==> config.mk <==
export PLATFORM = sky130hd
export DESIGN_NAME = lcd_segment_common_driver_control
export DESIGN_NICKNAME = d
export VERILOG_FILES = /design/src/verilog/lcd_pkg.sv /design/src/verilog/lcd_segment_common_driver_control.sv
export SDC_FILE = /design/constraint.sdc
export NUM_CORES = 1
export LEC_CHECK = 0
export BUFFER_PORTS_ARGS = -buffer_cell sky130_fd_sc_hd__buf_2
export CORE_ASPECT_RATIO = 2
export CORE_UTILIZATION = 42
export CTS_BUF_LIST = sky130_fd_sc_hd__clkbuf_8
export DETAILED_ROUTE_END_ITERATION = 10
export MAX_ROUTING_LAYER = met4
export PLACE_DENSITY = 0.8
export SLEW_MARGIN = 20
export SYNTH_ARGS = -nofsm -noshare
export SYNTH_HDL_FRONTEND = slang
export SYNTH_SLANG_ARGS = --single-unit
==> constraint.sdc <==
create_clock -name ref_clk -period 2.2 [get_ports ref_clk]
set_clock_uncertainty 0.05 [all_clocks]
set_input_delay 0.55 -clock ref_clk [delete_from_list [all_inputs] [get_ports ref_clk]]
set_output_delay 0.55 -clock ref_clk [all_outputs]
set_load 0.005 [all_outputs]
==> src/verilog/lcd_pkg.sv <==
// Constants, field layouts and modes shared by the segment LCD controller.
package lcd_pkg;
	localparam logic [7:0] CTRL_ADDR     = 8'hf9; // Display control register.
	localparam logic [7:0] MODE_ADDR     = 8'hfa; // Contrast mode register.
	localparam logic [7:0] CTRL_RESET    = 8'h00;
	localparam logic [7:0] MODE_RESET    = 8'h00;
	localparam logic [7:0] MODE_WMASK    = 8'hf1; // Bits 3 to 1 hold no storage.
	localparam int         CLK_SEL_HI    = 7;
	localparam int         CLK_SEL_LO    = 5;
	localparam int         DUTY_HI       = 4;
	localparam int         DUTY_LO       = 2;
	localparam int         DISP_HI       = 1;
	localparam int         DISP_LO       = 0;
	localparam int         CONTRAST_HI   = 7;
	localparam int         CONTRAST_LO   = 4;
	localparam int         CONTRAST_EN   = 0;
	localparam logic [2:0] CLK_SEL_MAX   = 3'h4; // Codes above are unavailable.
	localparam logic [7:0] DIV_FULL      = 8'hff; // Divide by two to the eighth.
	localparam int         NUM_SEG       = 22;
	localparam int         NUM_COM       = 8;
	localparam int         RAM_BITS      = 8;

	// Display state selected by the low two control bits.
	typedef enum logic [1:0] {
		DISP_OFF    = 2'h0,
		DOTS_OFF    = 2'h1,
		DOTS_ON     = 2'h2,
		DISP_NORMAL = 2'h3
	} disp_mode_t;

	// Duty codes; any code with the top bit set means half duty.
	localparam logic [2:0] DUTY_EIGHTH   = 3'h0;
	localparam logic [2:0] DUTY_QUARTER  = 3'h1;
	localparam logic [2:0] DUTY_THIRD_A  = 3'h2;
	localparam logic [2:0] DUTY_THIRD_B  = 3'h3;

	// Bias ladder selection handed to the analog bias network.
	typedef enum logic [1:0] {
		BIAS_QUARTER = 2'h0,
		BIAS_THIRD   = 2'h1,
		BIAS_HALF    = 2'h2
	} bias_sel_t;

	// Last common phase index for each duty.
	localparam logic [2:0] LAST_EIGHTH   = 3'h7;
	localparam logic [2:0] LAST_QUARTER  = 3'h3;
	localparam logic [2:0] LAST_THIRD    = 3'h2;
	localparam logic [2:0] LAST_HALF     = 3'h1;
endpackage : lcd_pkg

==> src/verilog/lcd_segment_common_driver_control.sv <==
// Segment LCD controller: registers, frame divider, common scan, segments.
//
// How it works
// - Reset clears control: display off, eighth duty, slowest clock.
// - Control bits 7..5 divide the watch clock by 2^8 down to 2^4.
// - Bits 4..2 pick duty and bias; 1xx is half duty with half bias.
// - Control bits 1..0: off, all dots off, all dots on, normal.
// - Any control write restarts the divider and the common sequence.
// - The frame clock sets the rate at which commons are scanned.
// - Control register is read/write at F9h in bank one.
// - Reset clears mode: dimmest contrast, controller disabled.
// - Mode bits 7..4 pick one of sixteen rising contrast steps.
// - Mode bit 0 enables the contrast controller.
// - Duty decides how many commons are active: eight, four, three, two.
// - Each of the 22 segments takes data from its own RAM byte.
// - A RAM one drives select, a zero drives no-select.
// - Without the watch timer running the display logic stands still.
`timescale 1ns/1ps
module lcd_segment_common_driver_control #(
	parameter int SEGS = lcd_pkg::NUM_SEG, // Segment outputs.
	parameter int COMS = lcd_pkg::NUM_COM  // Common outputs.
) (
	input  wire logic                   ref_clk,         // System clock.
	input  wire logic                   resetn,          // Async reset.
	input  wire logic                   reg_bank1,       // Bank one selected.
	input  wire logic [7:0]             reg_addr,        // Register address.
	input  wire logic                   reg_wr,          // Write strobe.
	input  wire logic [7:0]             reg_wdata,       // Write data.
	output logic      [7:0]             reg_rdata,       // Read data.
	input  wire logic                   watch_clock,     // Watch clock pin.
	input  wire logic                   watch_enable,    // Watch timer on.
	input  wire logic [SEGS*8-1:0]      display_data,    // Display RAM bytes.
	output logic      [COMS-1:0]        common_lines,    // Active common.
	output logic      [SEGS-1:0]        segment_outputs, // Select levels.
	output logic                        frame_invert,    // AC drive phase.
	output lcd_pkg::bias_sel_t          bias_sel,        // Bias ladder pick.
	output logic      [3:0]             contrast_step,   // Contrast level.
	output logic                        contrast_enable  // Contrast on.
);
	import lcd_pkg::*;

	logic [7:0]      ctrl_reg;
	logic [7:0]      mode_reg;
	logic            ctrl_wr;
	logic            mode_wr;
	logic [2:0]      clk_sel;
	logic [2:0]      duty;
	disp_mode_t      disp;
	logic [2:0]      wclk_sync;
	logic [2:0]      wen_sync;
	logic            wclk_lvl;
	logic            wen_lvl;
	logic            watch_edge;
	logic            running;
	logic [7:0]      div_cnt;
	logic [7:0]      div_limit;
	logic            frame_tick;
	logic [2:0]      phase_reg;
	logic [2:0]      last_phase;
	logic [COMS-1:0] com_mask;
	logic [SEGS-1:0] seg_pick;
	logic            show_normal;

	// Register decode; only bank one addresses reach these registers.
	assign ctrl_wr = reg_wr && reg_bank1 && (reg_addr == CTRL_ADDR);
	assign mode_wr = reg_wr && reg_bank1 && (reg_addr == MODE_ADDR);
	assign clk_sel = ctrl_reg[CLK_SEL_HI:CLK_SEL_LO];
	assign duty    = ctrl_reg[DUTY_HI:DUTY_LO];
	assign disp    = disp_mode_t'(ctrl_reg[DISP_HI:DISP_LO]);

	// Control register, cleared by reset to a dark display.
	always_ff @(posedge ref_clk or negedge resetn) begin
		if (!resetn) begin
			ctrl_reg <= CTRL_RESET;
		end else if (ctrl_wr) begin
			ctrl_reg <= reg_wdata;
		end
	end

	// Mode register; reserved bits have no storage so they read as zero.
	always_ff @(posedge ref_clk or negedge resetn) begin
		if (!resetn) begin
			mode_reg <= MODE_RESET;
		end else if (mode_wr) begin
			mode_reg <= reg_wdata & MODE_WMASK;
		end
	end

	// Contrast level and enable go straight to the analog side.
	assign contrast_step   = mode_reg[CONTRAST_HI:CONTRAST_LO];
	assign contrast_enable = mode_reg[CONTRAST_EN];

	// Read data is registered; unmapped addresses read as zero.
	always_ff @(posedge ref_clk or negedge resetn) begin
		if (!resetn) begin
			reg_rdata <= 8'h00;
		end else if (reg_bank1 && reg_addr == CTRL_ADDR) begin
			reg_rdata <= ctrl_reg;
		end else if (reg_bank1 && reg_addr == MODE_ADDR) begin
			reg_rdata <= mode_reg;
		end else begin
			reg_rdata <= 8'h00;
		end
	end

	// The watch clock and its enable come from another domain, so each goes
	// through three flops and only changes once the last two agree.
	always_ff @(posedge ref_clk or negedge resetn) begin
		if (!resetn) begin
			wclk_sync <= 3'h0;
			wen_sync  <= 3'h0;
		end else begin
			wclk_sync <= {wclk_sync[1:0], watch_clock};
			wen_sync  <= {wen_sync[1:0], watch_enable};
		end
	end

	// Filtered levels, updated only when the second and third flops agree.
	always_ff @(posedge ref_clk or negedge resetn) begin
		if (!resetn) begin
			wclk_lvl <= 1'b0;
			wen_lvl  <= 1'b0;
		end else begin
			if (wclk_sync[1] == wclk_sync[2]) begin
				wclk_lvl <= wclk_sync[2];
			end
			if (wen_sync[1] == wen_sync[2]) begin
				wen_lvl <= wen_sync[2];
			end
		end
	end

	assign watch_edge = wclk_sync[1] && wclk_sync[2] && !wclk_lvl;
	// Nothing runs without the watch timer or while the display is off.
	assign running    = wen_lvl && (disp != DISP_OFF);

	// Divider top: shifting the full count right by the code gives 2^(8-n)-1, a period of 2^(8-n).
	assign div_limit  = DIV_FULL >> clk_sel;
	// Unavailable codes stop the frame clock instead of guessing a rate.
	assign frame_tick = watch_edge && (clk_sel <= CLK_SEL_MAX) &&
		(div_cnt == div_limit);

	// Frame divider; a control write restarts it even with the same value.
	always_ff @(posedge ref_clk or negedge resetn) begin
		if (!resetn) begin
			div_cnt <= 8'h00;
		end else if (ctrl_wr || !running) begin
			div_cnt <= 8'h00;
		end else if (watch_edge) begin
			div_cnt <= (div_cnt >= div_limit) ? 8'h00 : div_cnt + 8'h01;
		end
	end

	// Number of commons in use and the last phase follow the duty code.
	always_comb begin
		last_phase = LAST_HALF;
		com_mask   = COMS'(8'h03);
		if (!duty[2]) begin
			unique case (duty)
				DUTY_EIGHTH: begin
					last_phase = LAST_EIGHTH;
					com_mask   = COMS'(8'hff);
				end
				DUTY_QUARTER: begin
					last_phase = LAST_QUARTER;
					com_mask   = COMS'(8'h0f);
				end
				default: begin
					last_phase = LAST_THIRD;
					com_mask   = COMS'(8'h07);
				end
			endcase
		end
	end

	// Common phase sequencer stepped by the frame clock.
	always_ff @(posedge ref_clk or negedge resetn) begin
		if (!resetn) begin
			phase_reg    <= 3'h0;
			frame_invert <= 1'b0;
		end else if (ctrl_wr || !running) begin
			phase_reg    <= 3'h0;
			frame_invert <= 1'b0;
		end else if (frame_tick) begin
			if (phase_reg >= last_phase) begin
				phase_reg    <= 3'h0;
				frame_invert <= !frame_invert;
			end else begin
				phase_reg <= phase_reg + 3'h1;
			end
		end
	end

	// Bias pick registered so the output comes from a flop.
	always_ff @(posedge ref_clk or negedge resetn) begin
		if (!resetn) begin
			bias_sel <= BIAS_QUARTER;
		end else if (duty[2] || duty == DUTY_THIRD_B) begin
			bias_sel <= BIAS_HALF;
		end else if (duty == DUTY_EIGHTH) begin
			bias_sel <= BIAS_QUARTER;
		end else begin
			bias_sel <= BIAS_THIRD;
		end
	end

	// Each segment reads bit n of its own byte during common phase n.
	always_comb begin
		seg_pick = '0;
		for (int i = 0; i < SEGS; i++) begin
			seg_pick[i] = display_data[i*RAM_BITS + phase_reg];
		end
	end

	assign show_normal = running && (disp == DISP_NORMAL);

	// Output stage: one common selected, segments select or no-select.
	always_ff @(posedge ref_clk or negedge resetn) begin
		if (!resetn) begin
			common_lines    <= '0;
			segment_outputs <= '0;
		end else if (!running) begin
			common_lines    <= '0;
			segment_outputs <= '0;
		end else begin
			common_lines <= COMS'(1) << phase_reg;
			unique case (disp)
				DOTS_OFF:    segment_outputs <= '0;
				DOTS_ON:     segment_outputs <= '1;
				DISP_NORMAL: segment_outputs <= seg_pick;
				default:     segment_outputs <= '0;
			endcase
		end
	end
endmodule : lcd_segment_common_driver_control
==> results.yml <==
run_status:
  status: "completed"
placed_design:
  place_area_sq_um: 5750
  portBuffers: 243
  dp_hpwl_microns: 10300
  gp_congestion: 0.973
  place_ws_ns: -0.0132
critical_path:
  r2r-start: "ctrl_reg[5]"
  regToRegSetupSlack_ns: 0.03
  reg2reg_to: "frame_invert"
  crit_path_max_fanout: 5
  start_kind: "flip-flop"
  cp-end-kind: "flip-flop"
  crit_path_end: "frame_invert"
  reg2reg_depth: 6
  required_ns: 2.42
  critical_path_arrival_ns: 2.39
  worstSetupPathType: "reg2reg"
  crit_path_start: "ctrl_reg[5]"
grt:
  grt_max_degree: 49
  grt_first_pass_wirelength_microns: 19800
  grt_pass1_vias: 4277
  antenna_found_initial: 0
  gr-total-overflow: 0
  grtUsageTotal: 0.255
clock_network:
  cts_tree: "done"
  cts_hold_buf: 0
  worstSkewPairLatency_ns: 0.35
  h-tree-depth: 3
  cts_buffers: 9
  clock_path_buffers: 2
  worst_setup_hold_path_clk_slew_ns: 0.07
  cts-root-buf: "clkbuf_8"
  clock_sink_count: 73
cells_and_area:
  final_area_sq_um: 5990
  largest_reg_flops: 22
  fillers: 804
  layout_common_cells: "242 x buf_2, 69 x dfrtp_1, 61 x nand2_1"
  diodes: 0
  drive_above_1_share: 0.588
  regMostFlops: "segment_outputs"
  mostFrequentLayoutCell: "buf_2"
  layout.nets: 818
  syn2layout_area_growth_pct: 38.4
detailed_routing:
  drc: 0
  wl_per_cell_microns: 17.2
  vias_per_cell: 5.43
  first_iter_violations: 174
  drt_first_pass_iters: 6
  via_count: 4019
  wirelength_microns: 12700
  antenna_left: 0
synthesis:
  syn_inst: 350
  ys_seq_area_frac: 0.422
  synth_edf_count: 0
  synthFlopType: "dfrtp_1"
  ys_seq_elements: 73
  ys_types: 43
  synthArstFlopShare: 1.00
  yosysWarningCount: 0
  syn-cell-area_sq_um: 4330
  synth_area_per_cell_sq_um: 12.4
  synthesis.nets: 566
timing:
  finalWorstSetupSlack_ns: 0.0337
  setup_viol: 0
  max_freq_ghz: 0.462
  rsz0062_at_grt: "true"
  hold_viol: 0
  fin_crit_ns: 2.17
  finalMaxSlewViolations: 0
  min_period_over_period: 0.985
  hold_ws_ns: 0.111
  slew_headroom: 0.494
  setup_tns_ns: 0
  worstMarginPinSlew_ns: 0.757
power_and_ir_drop:
  leakagePower_nw: 3.09
  power_mw: 2.63
  vdd_drop_max_uv: 284
  power.density_nw_per_um2: 439
floorplan:
  ios: 244
  die_h_microns: 146
  initial_core_util: 0.429
  die_w_microns: 73.8
  rows: 52
  fp.dieArea_sq_um: 10700
  core_sq_um: 10100
worst_hold_path:
  hold_class: "in2async"
run:
  cap_viol_max_count: 0
-- critical path, cell delays in order, from the launching register on --
cell	delay [ns]
dfrtp_1	0.43
or3_4	0.41
ha_4	0.28
and4_1	0.19
nand4b_1	0.19
or3_4	0.39
a21oi_2	0.15
-- repair_timing --
item,4_1_cts,5_1_grt
setup endpoints to repair,3,10
resized for setup,0,13
gates cloned,0,1
pin swaps,1,5
setup buffers,4,0
-- worst min-delay path by stage --
stage	from	endpoint	slack, ns	cells after the start
after floorplan	resetn	bias_sel[0]	0.20	0
after global placement	wclk_sync[0]	wclk_sync[1]	0.29	0
after detailed placement	wclk_sync[0]	wclk_sync[1]	0.29	0
after CTS	resetn	segment_outputs[19]	0.12	1
after global routing	resetn	segment_outputs[19]	0.13	1
final	resetn	segment_outputs[19]	0.11	1
-- cells by family after synthesis --
group                      Yosys count  synth area share
AOI/OAI and AO/OA                   56            0.0838
buffers and inverters               28            0.0321
adders and majority gates           19            0.0543
muxes                               58             0.270
DFF                                 73             0.422
and+or+nand+nor                    116             0.138
-- report_power, final --
| group | leakage [nW] | switching, mW | internal (mW) |
|---|---|---|---|
| logic | 2.02 | 0.139 | 0.221 |
| registers | 0.993 | 0.0160 | 1.37 |
| clock network | 0.0774 | 0.490 | 0.396 |
| total | 3.09 | 0.645 | 1.98 |
-- area by class of cell --
cell class,count,area [sq um],share of cell area
inverters,4,15.0,0.00251
clock inverters,5,33.8,0.00564
repair buffers,265,1410,0.236
flip-flops and latches,73,1830,0.306
multi-input cells,249,2410,0.402
well taps,135,169,0.0282
clock buffers,9,124,0.0207
-- Yosys cell counts (2+ instances only) --
library cell	instances	share of area
nor3_1	3	0.0035
dfrtp_1	73	0.42
nand2_1	61	0.053
a31oi_1	27	0.039
a21oi_1	9	0.010
o21ai_0	4	0.0046
buf_6	2	0.0052
mux4_2	44	0.23
o21a_1	3	0.0052
nand2b_1	3	0.0043
a22o_1	5	0.010
mux2_4	5	0.017
clkbuf_1	14	0.012
mux2_2	9	0.023
buf_4	4	0.0069
and3_1	7	0.010
buf_2	3	0.0035
inv_1	3	0.0026
ha_1	18	0.052
nor2b_1	2	0.0029
nand3_1	11	0.013
or2_2	2	0.0029
and2_1	7	0.010
nand3b_1	2	0.0035
a21o_1	4	0.0069
and4_1	2	0.0040
or3_1	3	0.0043
nor2_1	4	0.0035
nand4b_1	2	0.0040
-- metal layers --
layer / GRT usage / vias to the layer above / share of wire
met5: - / - / 0
met4: 0.133 / 0 / 0.043
met3: 0.0485 / 44 / 0.060
met2: 0.458 / 227 / 0.56
met1: 0.248 / 1916 / 0.34
li1: - / 1832 / -
-- metrics by stage --
stage               instances  utilization
floorplan                 350            -
global placement          721        0.570
detailed placement        721        0.570
CTS                       739        0.589
global route              740        0.594
finish                    740        0.594
Note: power is estimated with default switching activity, not from simulation.
